## src/tra_pkg.sv

```systemverilog
package tra_pkg;

    // ****************************************************************
    // register port map
    // ****************************************************************
    localparam logic [3:0] CTRL0_ADDR      = 4'h0;
    localparam logic [3:0] OPSEL_ADDR      = 4'h2;
    localparam logic [3:0] SCALE_LOW_ADDR  = 4'h7;
    localparam logic [3:0] SCALE_MID_ADDR  = 4'h8;
    localparam logic [3:0] SCALE_HIGH_ADDR = 4'h9;
    // read side: result bytes then status
    localparam logic [3:0] RES_B0_ADDR     = 4'h0;
    localparam logic [3:0] RES_B1_ADDR     = 4'h1;
    localparam logic [3:0] RES_B2_ADDR     = 4'h2;
    localparam logic [3:0] RES_B3_ADDR     = 4'h3;
    localparam logic [3:0] STATUS_ADDR     = 4'h4;

    // ****************************************************************
    // field positions and reset values
    // ****************************************************************
    localparam int         CTRL0_SCALE_FACTOR_BIT  = 5;
    localparam int         CTRL0_CAL_BIT   = 6;
    localparam logic [7:0] CTRL0_RST       = 8'h00;
    localparam logic [7:0] OPSEL_RST       = 8'h55;
    localparam logic [7:0] SCALE_LOW_RST   = 8'h00;
    localparam logic [7:0] SCALE_MID_RST   = 8'h00;
    localparam logic [7:0] SCALE_HIGH_RST  = 8'h80;
    localparam logic [2:0] HIT_ONE_PERIOD_CAL_VALUE        = 3'h6;
    localparam logic [2:0] HIT_TWO_PERIOD_CAL_VALUE        = 3'h7;
    localparam logic [2:0] FC_CH2_NORMAL   = 3'h5;

    // ****************************************************************
    // datapath sizes and cycle counts
    // ****************************************************************
    localparam int         RAW_W           = 16;
    localparam int         RES_W           = 32;
    localparam int         FRAC_W          = 24;
    localparam int         SCALE_W         = 24;
    localparam int         SCALE_FRAC      = 23;
    localparam int         DIV_W           = 44;
    localparam logic [5:0] DIV_STEPS       = 6'h2c;
    localparam logic [5:0] MUL_STEPS       = 6'h18;
    localparam logic [2:0] LOAD_LAST       = 3'h5;

    // ****************************************************************
    // sequencer states
    // ****************************************************************
    typedef enum logic [7:0] {
        ST_IDLE = 8'h01,
        ST_LOAD = 8'h02,
        ST_CALC = 8'h04,
        ST_DIV  = 8'h08,
        ST_FIX  = 8'h10,
        ST_MSET = 8'h20,
        ST_MUL  = 8'h40,
        ST_DONE = 8'h80
    } tra_state_t;

endpackage : tra_pkg

```

## src/tra_alu.sv

```systemverilog
`timescale 1ns/1ps

// Functional notes
// - operand select holds two 4-bit nibbles: channel bit plus hit number
// - channel bit zero picks channel one, one picks channel two
// - every calculation starts with lower operand minus upper operand
// - upper nibble zero gives absolute start-to-stop interval of lower hit
// - calibrate bit in control 0 calibrates the difference before storing
// - multiply bit scales the result by the 24-bit scale factor
// - scale factor is three writable byte registers low, mid, high
// - scale msb weighs one; high byte resets to 128, factor one
// - both bits clear stores the raw difference only
// - range 1 calibrate: subtract offset, divide by gradient
// - multiply also set scales the calibrated quotient
// - range 2 adds coarse count to calibrated fine difference
// - overflow sets result bit of weight 128
// - range 2 computes intervals between any two selected hits, not only from start
// - range 2 fine count placement differs in normal and high resolution
// - range 2 coarse address derived from the two fine count numbers
// - nonsense fine count picks are computed and stored silently
// - operands come from raw store, result goes to result register
// - cal values are one and two calibration periods from a cal run
module tra_alu (
    // clock and reset
    input  wire logic        clk,
    input  wire logic        rst_n,
    // microcontroller port
    input  wire logic [3:0]  up_addr,
    input  wire logic        up_ale,
    input  wire logic        up_cs_n,
    input  wire logic        up_wr_n,
    input  wire logic        up_rd_n,
    input  wire logic [7:0]  up_data_in,
    output logic      [7:0]  up_data_out,
    output logic             up_data_oe,
    // measuring core
    input  wire logic        range2_mode,
    input  wire logic        high_res_mode,
    input  wire logic        raw_wr_en,
    input  wire logic [4:0]  raw_wr_addr,
    input  wire logic [15:0] raw_wr_data,
    input  wire logic        calc_start,
    // result and status
    output logic             calc_busy,
    output logic             calc_done,
    output logic      [31:0] first_result_register
);

    // ****************************************************************
    // register port
    // ****************************************************************
    logic [3:0]  alat_ff, nxt_alat;
    logic        wrn_ff,  nxt_wrn;
    logic [7:0]  ctrl0_ff, nxt_ctrl0;
    logic [7:0]  opsel_ff, nxt_opsel;
    logic [7:0]  sclo_ff, nxt_sclo;
    logic [7:0]  scmi_ff, nxt_scmi;
    logic [7:0]  schi_ff, nxt_schi;
    logic [7:0]  rdat_ff, nxt_rdat;
    logic [3:0]  eff_addr;
    logic        wr_stb;

    logic [tra_pkg::RES_W-1:0] result_ff;
    logic                      ovf_ff;
    tra_pkg::tra_state_t       state_ff;

    // ale high makes the latch transparent
    assign eff_addr   = up_ale ? up_addr : alat_ff;
    // data is taken on the rising wr_n edge, as on a real bus
    assign wr_stb     = up_wr_n & ~wrn_ff & ~up_cs_n;
    assign up_data_oe = ~up_cs_n & ~up_rd_n;
    assign up_data_out = rdat_ff;

    // register writes and read mux
    always_comb begin
        nxt_alat  = up_ale ? up_addr : alat_ff;
        nxt_wrn   = up_wr_n;
        nxt_ctrl0 = ctrl0_ff;
        nxt_opsel = opsel_ff;
        nxt_sclo  = sclo_ff;
        nxt_scmi  = scmi_ff;
        nxt_schi  = schi_ff;
        if (wr_stb) begin
            case (eff_addr)
                tra_pkg::CTRL0_ADDR:      nxt_ctrl0 = up_data_in;
                tra_pkg::OPSEL_ADDR:      nxt_opsel = up_data_in;
                tra_pkg::SCALE_LOW_ADDR:  nxt_sclo  = up_data_in;
                tra_pkg::SCALE_MID_ADDR:  nxt_scmi  = up_data_in;
                tra_pkg::SCALE_HIGH_ADDR: nxt_schi  = up_data_in;
                default:                  nxt_ctrl0 = ctrl0_ff;
            endcase
        end
        case (eff_addr)
            tra_pkg::RES_B0_ADDR: nxt_rdat = result_ff[7:0];
            tra_pkg::RES_B1_ADDR: nxt_rdat = result_ff[15:8];
            tra_pkg::RES_B2_ADDR: nxt_rdat = result_ff[23:16];
            tra_pkg::RES_B3_ADDR: nxt_rdat = result_ff[31:24];
            tra_pkg::STATUS_ADDR:
                nxt_rdat = {6'h00, ovf_ff, (state_ff != tra_pkg::ST_IDLE)};
            default:              nxt_rdat = 8'h00;
        endcase
    end

    // port registers; scale high byte comes up as factor one
    always_ff @(posedge clk or negedge rst_n) begin
        if (!rst_n) begin
            alat_ff  <= 4'h0;
            wrn_ff   <= 1'b1;
            ctrl0_ff <= tra_pkg::CTRL0_RST;
            opsel_ff <= tra_pkg::OPSEL_RST;
            sclo_ff  <= tra_pkg::SCALE_LOW_RST;
            scmi_ff  <= tra_pkg::SCALE_MID_RST;
            schi_ff  <= tra_pkg::SCALE_HIGH_RST;
            rdat_ff  <= 8'h00;
        end else begin
            alat_ff  <= nxt_alat;
            wrn_ff   <= nxt_wrn;
            ctrl0_ff <= nxt_ctrl0;
            opsel_ff <= nxt_opsel;
            sclo_ff  <= nxt_sclo;
            scmi_ff  <= nxt_scmi;
            schi_ff  <= nxt_schi;
            rdat_ff  <= nxt_rdat;
        end
    end

    // ****************************************************************
    // operand addressing
    // ****************************************************************
    logic [4:0]  ram_rd_addr;
    logic [15:0] ram_rd_data;
    logic [2:0]  ld_cnt_ff, nxt_ld_cnt;

    // bank 0 address of a selector; range 2 maps fine counts
    function automatic logic [4:0] sel_addr(input logic [3:0] sel,
                                             input logic       r2,
                                             input logic       hr);
        logic [2:0] hit;
        hit = sel[2:0];
        if (r2 && hit < tra_pkg::HIT_ONE_PERIOD_CAL_VALUE) begin
            if (hr) begin
                sel_addr = {2'b01, hit};
            end else if (hit == tra_pkg::FC_CH2_NORMAL) begin
                sel_addr = {2'b01, 3'h1};
            end else begin
                sel_addr = {2'b00, hit};
            end
        end else begin
            sel_addr = {1'b0, sel[3], hit};
        end
    endfunction : sel_addr

    // read slots: lower, upper, one_period_cal_value, two_period_cal_value, coarse
    always_comb begin
        case (ld_cnt_ff)
            3'h0: ram_rd_addr = sel_addr(opsel_ff[3:0], range2_mode,
                                         high_res_mode);
            3'h1: ram_rd_addr = sel_addr(opsel_ff[7:4], range2_mode,
                                         high_res_mode);
            3'h2: ram_rd_addr = {1'b0, opsel_ff[3], tra_pkg::HIT_ONE_PERIOD_CAL_VALUE};
            3'h3: ram_rd_addr = {1'b0, opsel_ff[3], tra_pkg::HIT_TWO_PERIOD_CAL_VALUE};
            // coarse hit index from the fine count numbers
            3'h4: ram_rd_addr = {2'b10, opsel_ff[6:4] - opsel_ff[2:0]};
            default: ram_rd_addr = 5'h00;
        endcase
    end

    tra_ram u_raw (
        .clk     (clk),
        .wr_en   (raw_wr_en),
        .wr_addr (raw_wr_addr),
        .wr_data (raw_wr_data),
        .rd_addr (ram_rd_addr),
        .rd_data (ram_rd_data)
    );

    // ****************************************************************
    // sequential arithmetic
    // ****************************************************************
    tra_pkg::tra_state_t nxt_state;
    logic [15:0] a_ff, nxt_a, b_ff, nxt_b;
    logic [15:0] c1_ff, nxt_c1, c2_ff, nxt_c2, cc_ff, nxt_cc;
    logic        cal_en_ff, nxt_cal_en, mul_en_ff, nxt_mul_en;
    logic        neg_ff, nxt_neg, nxt_ovf, done_ff, nxt_done;
    logic [5:0]  cnt_ff, nxt_cnt;
    logic [15:0] den_ff, nxt_den, rem_ff, nxt_rem;
    logic [tra_pkg::DIV_W-1:0] nq_ff, nxt_nq;
    logic [31:0] val_ff, nxt_val, nxt_result;
    logic [55:0] acc_ff, nxt_acc, mcand_ff, nxt_mcand;
    logic [23:0] mplier_ff, nxt_mplier;
    logic [17:0] diff;
    logic [19:0] nume, nmag;
    logic [16:0] grad, trial;
    logic [32:0] sum;
    logic [31:0] qv, pv;

    // stages strictly in order, result written only in ST_DONE
    always_comb begin
        nxt_state  = state_ff;
        nxt_ld_cnt = ld_cnt_ff;
        nxt_a = a_ff;  nxt_b = b_ff;  nxt_cc = cc_ff;
        nxt_c1 = c1_ff;  nxt_c2 = c2_ff;
        nxt_cal_en = cal_en_ff;  nxt_mul_en = mul_en_ff;
        nxt_neg = neg_ff;  nxt_ovf = ovf_ff;  nxt_done = 1'b0;
        nxt_cnt = cnt_ff;  nxt_den = den_ff;  nxt_rem = rem_ff;
        nxt_nq = nq_ff;  nxt_val = val_ff;  nxt_result = result_ff;
        nxt_acc = acc_ff;  nxt_mcand = mcand_ff;  nxt_mplier = mplier_ff;
        // lower minus upper, both zero-extended raw values
        diff  = {2'b00, a_ff} - {2'b00, b_ff};
        grad  = {1'b0, c2_ff} - {1'b0, c1_ff};
        // range 1 removes the offset 2*one_period_cal_value - two_period_cal_value first
        nume  = range2_mode ? {{2{diff[17]}}, diff}
              : {{2{diff[17]}}, diff} - ({3'b000, c1_ff, 1'b0}
              - {4'h0, c2_ff});
        nmag  = nume[19] ? 20'h00000 - nume : nume;
        trial = {rem_ff, nq_ff[tra_pkg::DIV_W-1]};
        qv    = neg_ff ? 32'h00000000 - nq_ff[31:0] : nq_ff[31:0];
        sum   = {qv[31], qv} + {1'b0, cc_ff[7:0], 24'h000000};
        pv    = acc_ff[54:23];
        case (state_ff)
            tra_pkg::ST_IDLE: begin
                if (calc_start) begin
                    nxt_ld_cnt = 3'h0;
                    nxt_ovf    = 1'b0;
                    nxt_cal_en = ctrl0_ff[tra_pkg::CTRL0_CAL_BIT];
                    nxt_mul_en = ctrl0_ff[tra_pkg::CTRL0_SCALE_FACTOR_BIT];
                    nxt_state  = tra_pkg::ST_LOAD;
                end
            end
            tra_pkg::ST_LOAD: begin
                // read data lags the address by one cycle
                case (ld_cnt_ff)
                    3'h1: nxt_a = ram_rd_data;
                    // zero upper nibble means measure from start
                    3'h2: nxt_b = (opsel_ff[7:4] == 4'h0) ? 16'h0000
                                : ram_rd_data;
                    3'h3: nxt_c1 = ram_rd_data;
                    3'h4: nxt_c2 = ram_rd_data;
                    3'h5: nxt_cc = ram_rd_data;
                    default: nxt_a = a_ff;
                endcase
                nxt_ld_cnt = ld_cnt_ff + 3'h1;
                if (ld_cnt_ff == tra_pkg::LOAD_LAST) begin
                    nxt_state = tra_pkg::ST_CALC;
                end
            end
            tra_pkg::ST_CALC: begin
                if (!cal_en_ff) begin
                    // raw difference, no correction
                    nxt_val   = {{14{diff[17]}}, diff};
                    nxt_state = mul_en_ff ? tra_pkg::ST_MSET
                              : tra_pkg::ST_DONE;
                end else if (grad[16] || grad == 17'h00000) begin
                    // zero or negative gradient cannot divide
                    nxt_ovf   = 1'b1;
                    nxt_val   = 32'h00000000;
                    nxt_state = tra_pkg::ST_DONE;
                end else begin
                    nxt_neg   = nume[19];
                    nxt_nq    = {nmag, 24'h000000};
                    nxt_rem   = 16'h0000;
                    nxt_den   = grad[15:0];
                    nxt_cnt   = tra_pkg::DIV_STEPS;
                    nxt_state = tra_pkg::ST_DIV;
                end
            end
            tra_pkg::ST_DIV: begin
                // one restoring step per cycle, msb first
                if (trial >= {1'b0, den_ff}) begin
                    nxt_rem = 16'(trial - {1'b0, den_ff});
                    nxt_nq  = {nq_ff[tra_pkg::DIV_W-2:0], 1'b1};
                end else begin
                    nxt_rem = trial[15:0];
                    nxt_nq  = {nq_ff[tra_pkg::DIV_W-2:0], 1'b0};
                end
                nxt_cnt = cnt_ff - 6'h01;
                if (cnt_ff == 6'h01) begin
                    nxt_state = tra_pkg::ST_FIX;
                end
            end
            tra_pkg::ST_FIX: begin
                // quotient above bit 30 is out of range
                if (|nq_ff[tra_pkg::DIV_W-1:31]) begin
                    nxt_ovf = 1'b1;
                end
                if (range2_mode) begin
                    // coarse periods on top of the fine fraction
                    nxt_val = sum[31:0];
                    if ((|cc_ff[15:8]) || (sum[32] != sum[31])) begin
                        nxt_ovf = 1'b1;
                    end
                end else begin
                    nxt_val = qv;
                end
                nxt_state = mul_en_ff ? tra_pkg::ST_MSET
                          : tra_pkg::ST_DONE;
            end
            tra_pkg::ST_MSET: begin
                nxt_neg    = val_ff[31];
                nxt_mcand  = {24'h000000,
                              val_ff[31] ? 32'h00000000 - val_ff : val_ff};
                nxt_mplier = {schi_ff, scmi_ff, sclo_ff};
                nxt_acc    = 56'h00000000000000;
                nxt_cnt    = tra_pkg::MUL_STEPS;
                nxt_state  = tra_pkg::ST_MUL;
            end
            tra_pkg::ST_MUL: begin
                // shift-add, one multiplier bit per cycle
                if (mplier_ff[0]) begin
                    nxt_acc = acc_ff + mcand_ff;
                end
                nxt_mcand  = {mcand_ff[54:0], 1'b0};
                nxt_mplier = {1'b0, mplier_ff[23:1]};
                nxt_cnt    = cnt_ff - 6'h01;
                if (cnt_ff == 6'h01) begin
                    nxt_state = tra_pkg::ST_DONE;
                end
            end
            tra_pkg::ST_DONE: begin
                // scale msb weighs one, so drop 23 fraction bits
                if (mul_en_ff) begin
                    nxt_result = neg_ff ? 32'h00000000 - pv : pv;
                    if (|acc_ff[55:54]) begin
                        nxt_result[31] = 1'b1;
                        nxt_ovf        = 1'b1;
                    end
                end else begin
                    nxt_result = val_ff;
                end
                // overflow marks bit 31, weight 128 in 8.24 format
                if (ovf_ff) begin
                    nxt_result[31] = 1'b1;
                end
                nxt_done  = 1'b1;
                nxt_state = tra_pkg::ST_IDLE;
            end
            default: nxt_state = tra_pkg::ST_IDLE;
        endcase
    end

    // sequencer and datapath registers
    always_ff @(posedge clk or negedge rst_n) begin
        if (!rst_n) begin
            state_ff  <= tra_pkg::ST_IDLE;
            ld_cnt_ff <= 3'h0;
            a_ff <= 16'h0000;  b_ff <= 16'h0000;  cc_ff <= 16'h0000;
            c1_ff <= 16'h0000;  c2_ff <= 16'h0000;
            cal_en_ff <= 1'b0;  mul_en_ff <= 1'b0;
            neg_ff <= 1'b0;  ovf_ff <= 1'b0;  done_ff <= 1'b0;
            cnt_ff <= 6'h00;  den_ff <= 16'h0000;  rem_ff <= 16'h0000;
            nq_ff  <= 44'h00000000000;
            val_ff <= 32'h00000000;
            result_ff <= 32'h00000000;
            acc_ff <= 56'h00000000000000;
            mcand_ff <= 56'h00000000000000;
            mplier_ff <= 24'h000000;
        end else begin
            state_ff  <= nxt_state;
            ld_cnt_ff <= nxt_ld_cnt;
            a_ff <= nxt_a;  b_ff <= nxt_b;  cc_ff <= nxt_cc;
            c1_ff <= nxt_c1;  c2_ff <= nxt_c2;
            cal_en_ff <= nxt_cal_en;  mul_en_ff <= nxt_mul_en;
            neg_ff <= nxt_neg;  ovf_ff <= nxt_ovf;  done_ff <= nxt_done;
            cnt_ff <= nxt_cnt;  den_ff <= nxt_den;  rem_ff <= nxt_rem;
            nq_ff  <= nxt_nq;
            val_ff <= nxt_val;
            result_ff <= nxt_result;
            acc_ff <= nxt_acc;
            mcand_ff <= nxt_mcand;
            mplier_ff <= nxt_mplier;
        end
    end

    // nonsense selections run through unchecked
    assign calc_busy = (state_ff != tra_pkg::ST_IDLE);
    assign calc_done = done_ff;
    assign first_result_register = result_ff;

endmodule : tra_alu

```

## src/tra_ram.sv

```systemverilog
`timescale 1ns/1ps

// raw value store: bank 0 {chan,hit}, bank 1 coarse counts
module tra_ram (
    // clock
    input  wire logic                     clk,
    // write side from the measuring core
    input  wire logic                     wr_en,
    input  wire logic [4:0]               wr_addr,
    input  wire logic [tra_pkg::RAW_W-1:0] wr_data,
    // registered read side
    input  wire logic [4:0]               rd_addr,
    output logic      [tra_pkg::RAW_W-1:0] rd_data
);

    logic [tra_pkg::RAW_W-1:0] mem [0:31];

    // no reset on the array; contents are undefined until written
    always_ff @(posedge clk) begin
        if (wr_en) begin
            mem[wr_addr] <= wr_data;
        end
        rd_data <= mem[rd_addr];
    end

endmodule : tra_ram
```

## config.mk

```make
export PLATFORM = sky130hd
export DESIGN_NAME = tra_alu
export DESIGN_NICKNAME = d
export VERILOG_FILES = /design/src/tra_pkg.sv /design/src/tra_alu.sv /design/src/tra_ram.sv
export SDC_FILE = /design/constraint.sdc
export NUM_CORES = 2
export LEC_CHECK = 0
export ABC_CLOCK_PERIOD_IN_PS = 12900
export BUFFER_PORTS_ARGS = -buffer_cell sky130_fd_sc_hd__buf_2
export CELL_PAD_IN_SITES_DETAIL_PLACEMENT = 1
export CELL_PAD_IN_SITES_GLOBAL_PLACEMENT = 2
export CORE_MARGIN = 2
export CORE_UTILIZATION = 45
export CTS_CLUSTER_SIZE = 30
export DETAILED_ROUTE_END_ITERATION = 8
export PLACE_DENSITY_LB_ADDON = 0.1
export SLEW_MARGIN = 20
export SYNTH_ARGS = -nofsm -noshare
export SYNTH_HDL_FRONTEND = slang
export SYNTH_HIERARCHICAL = 1
export SYNTH_SLANG_ARGS = --single-unit
```

## constraint.sdc

```tcl
create_clock -name clk -period 12.9 [get_ports clk]
set_input_delay 0.645 -clock clk [delete_from_list [all_inputs] [get_ports clk]]
set_output_delay 0.645 -clock clk [all_outputs]
set_load 0.005 [all_outputs]
```

==> results.toml <==
[outcome]
status = "complete, no violations"

[power]
power.total_mw = 14.9
power_leakage_nw = 21.4
p_per_area_mw_per_mm2 = 279
peakVddDrop_mv = 0.259

[global_route]
grt_usage = 0.259
grt_pass1_vias = 35000
grt_max_degree = 149
grt_pass1_wl_um = 217000
grt_overflow = 0
antenna_found_initial = 2

[placed_design]
dp_hpwl_um = 94400
port-buffer-count = 85
gp_congestion = 0.854

[die]
io-pin-count = 86
rows = 119
dieArea_sq_mm = 0.109
die_h_um = 331
die_x_um = 331
core_sq_mm = 0.106
start_util = 0.455

[sta]
fin_tns_setup_ps = 0
relSlewSlack = 0.260
skew_ps = 54.0
finalCriticalPeriod_ps = 5880
fin_crit_sh = 0.456
final-setup-viol-count = 0
hold_viol = 0
drv_slew = 0
fmax_mhz = 170
worst_slew_pin_slew_ps = 1110
rsz0062_at_grt = "false"

[yosys]
synth_top_area_frac = 0.320
synth-seq-cells = 953
netlist_area_sq_mm = 0.0481
async_flop_share = 0.446
ys_types = 99
synth_edf_count = 512
ys_warn_count = 6
seq_area_frac_synth = 0.548
netlist.top_cell.by_area = "edfxtp_1"
synth.net_count = 4455
synth_area_leaders = "edfxtp_1 (32%), dfrtp_1 (22%), mux2i_1 (5.7%)"
syn_area_per_cell_sq_um = 11.3
synth_cells = 4248
synth_top_flop_cell = "edfxtp_1"

[clocking]
h-tree-depth = 3
clock_latency_ps = 720
cts_sinks = 953
ctsResizeCount = 0
cts_buffer_depth = 3
cts_tree = "yes"
cts_inserted_buffers = 104
cts_setup_buffers = 0
root_buffer = "clkbuf_16"
clk_pin_slew_worst_paths_ps = 60

[setup_path]
cp_data_arrival_time_ps = 6530
worst-path-max-fanout = 9
worstSetupPathType = "reg2reg"
cp-start-kind = "flip-flop"
cp-end-kind = "flip-flop"
cp.required_ps = 13550

[routing]
routed_wl_um = 141000
firstDrtPassIters = 5
num_vias = 33900
drc = 0
wl_per_cell_um = 24.4
avgViaCountPerCell = 5.85
ant_nets = 0
drt_iter0_markers = 2429

[flow_run]
maxCapViolCount = 0

[layout]
final_common_cell = "edfxtp_1"
nFillCells = 11100
fin_nets = 4517
final_core_util = 0.506
final_cell_mix = "edfxtp_1 (512), nand2_1 (510), dfrtp_1 (416), o21ai_0 (374), mux2i_1 (271)"
drive_gt1_frac = 0.114
areaGrowthSynthToFinish_pct = 11.0

[min_path]
worstHoldPathType = "in2reg"
==> power breakdown <==
| group | switching (mW) | internal (mW) | leakage (nW) | total, mW |
|---|---|---|---|---|
| sequential | 0.383 | 3.54 | 10.4 | 3.92 |
| combinational | 4.95 | 3.01 | 9.26 | 7.96 |
| clock | 1.29 | 1.74 | 1.71 | 3.03 |
| total | 6.62 | 8.29 | 21.4 | 14.9 |
==> cell type report <==
| type | count | area (sq um) | share of cell area |
|---|---|---|---|
| Antenna cell | 2 | 5.00 | 0.0000938 |
| Clock buffer | 144 | 2900 | 0.0544 |
| Clock inverter | 52 | 582 | 0.0109 |
| Inverter | 141 | 529 | 0.00992 |
| Multi-Input combinational cell | 2948 | 20200 | 0.379 |
| Sequential cell | 953 | 26300 | 0.494 |
| Tap cell | 1391 | 1740 | 0.0326 |
| Timing Repair Buffer | 162 | 1050 | 0.0197 |
==> final timing paths <==
kind	from	endpoint	slack, ps	depth (start not counted)
setup / recovery	b_ff[1]$_DFFE_PN0P_	nq_ff[41]$_DFFE_PN0P_	7020	19
setup reg to reg	b_ff[1]$_DFFE_PN0P_	nq_ff[41]$_DFFE_PN0P_	7020	19
hold reg to reg	mplier_ff[5]$_DFFE_PN0P_	mplier_ff[5]$_DFFE_PN0P_	480	2
min in group asynchronous	rst_n	first_result_register[18]$_DFFE_PN0P_	570	2
max in group asynchronous	rst_n	mul_en_ff$_DFFE_PN0P_	10120	4
hold / removal	up_wr_n	wrn_ff$_DFF_PN1_	50	1
==> critical path: stages, from the launching register on <==
cell and delay [ps]:
dfrtp_1 390, inv_1 70, ha_1 270, nor2b_1 200, o31a_1 400, nor4_1 80
a311o_1 410, ha_1 290, nor4_1 400, o21ai_1 180, a31o_2 280, a21oi_1 320
a211oi_1 160, or4b_2 670, a31oi_1 280, xor2_1 170, or4_1 610, or4_1 430
o211ai_1 100, a21o_1 150
==> cells in the mapped netlist (9+ instances only) <==
cell type / count
a22o_1: 36
xor2_1: 105
mux2i_1: 272
nor2b_1: 31
nor3_1: 53
dfrtp_1: 418
and2_1: 18
a22oi_1: 129
nor4_1: 22
a21oi_1: 214
o211ai_1: 20
or4_1: 20
nand4_1: 36
buf_2: 20
a211oi_1: 14
o21bai_1: 20
or3_1: 31
dfxtp_1: 16
or2_2: 9
o41ai_1: 20
inv_1: 140
o22ai_1: 16
nand2_1: 511
xnor2_1: 93
nand3b_1: 11
clkbuf_1: 140
ha_1: 156
o21ai_0: 374
mux2_2: 106
nand2b_1: 19
o31ai_1: 34
nor3b_1: 13
a31oi_1: 45
a21o_1: 75
edfxtp_1: 512
o2111ai_1: 12
nor2_1: 171
nand3_1: 90
and3_1: 16
o21a_1: 22
buf_4: 20
==> state kept, by name, indices dropped and copies added, names as in the netlist, 16 cells and up <==
signal,count
u_raw/mem,512
acc_ff,56
mcand_ff,56
nq_ff,44
first_result_register,32
val_ff,32
mplier_ff,24
a_ff,16
b_ff,16
c1_ff,16
c2_ff,16
cc_ff,16
den_ff,16
rem_ff,16
u_raw/rd_data,16
==> per-stage QoR <==
step	instance area [sq um]	setup WS [ps]	hold WS, ps	cells
6_report	53400	7020	54.6	5793
5_1_grt	53400	6680	22.7	5791
4_1_cts	53400	7110	6.34	5791
3_5_place_dp	49900	7100	467	5594
3_3_place_gp	49900	7240	460	5594
2_1_floorplan	48100	7860	349	4248
==> what timing repair did <==
action                     in CTS  in global routing
hold buffers                    1                  0
setup endpoints to repair       0                  0
hold endpoints to repair       23                  0
==> logic make-up (layout without fill, tap and decap cells) <==
group,Yosys count,after routing,share of synthesized area
AND/OR/NAND/NOR,1080,1080,0.105
multiplexers,384,384,0.0843
XOR/XNOR,202,202,0.0377
buffers and inverters,347,499,0.0335
flip-flops,953,953,0.548
other,0,2,0
AO/OA/AOI/OAI,1118,1118,0.148
adder cells (fa/ha/maj),164,164,0.0439
==> routing by layer <==
metal,vias to the layer above,GRT usage,part of all wire
li1,15900,-,-
met1,17200,0.355,0.46
met2,620,0.431,0.48
met3,188,0.0313,0.037
met4,0,0.0811,0.030
met5,-,0,0
Power figures use the tool's default switching activity.
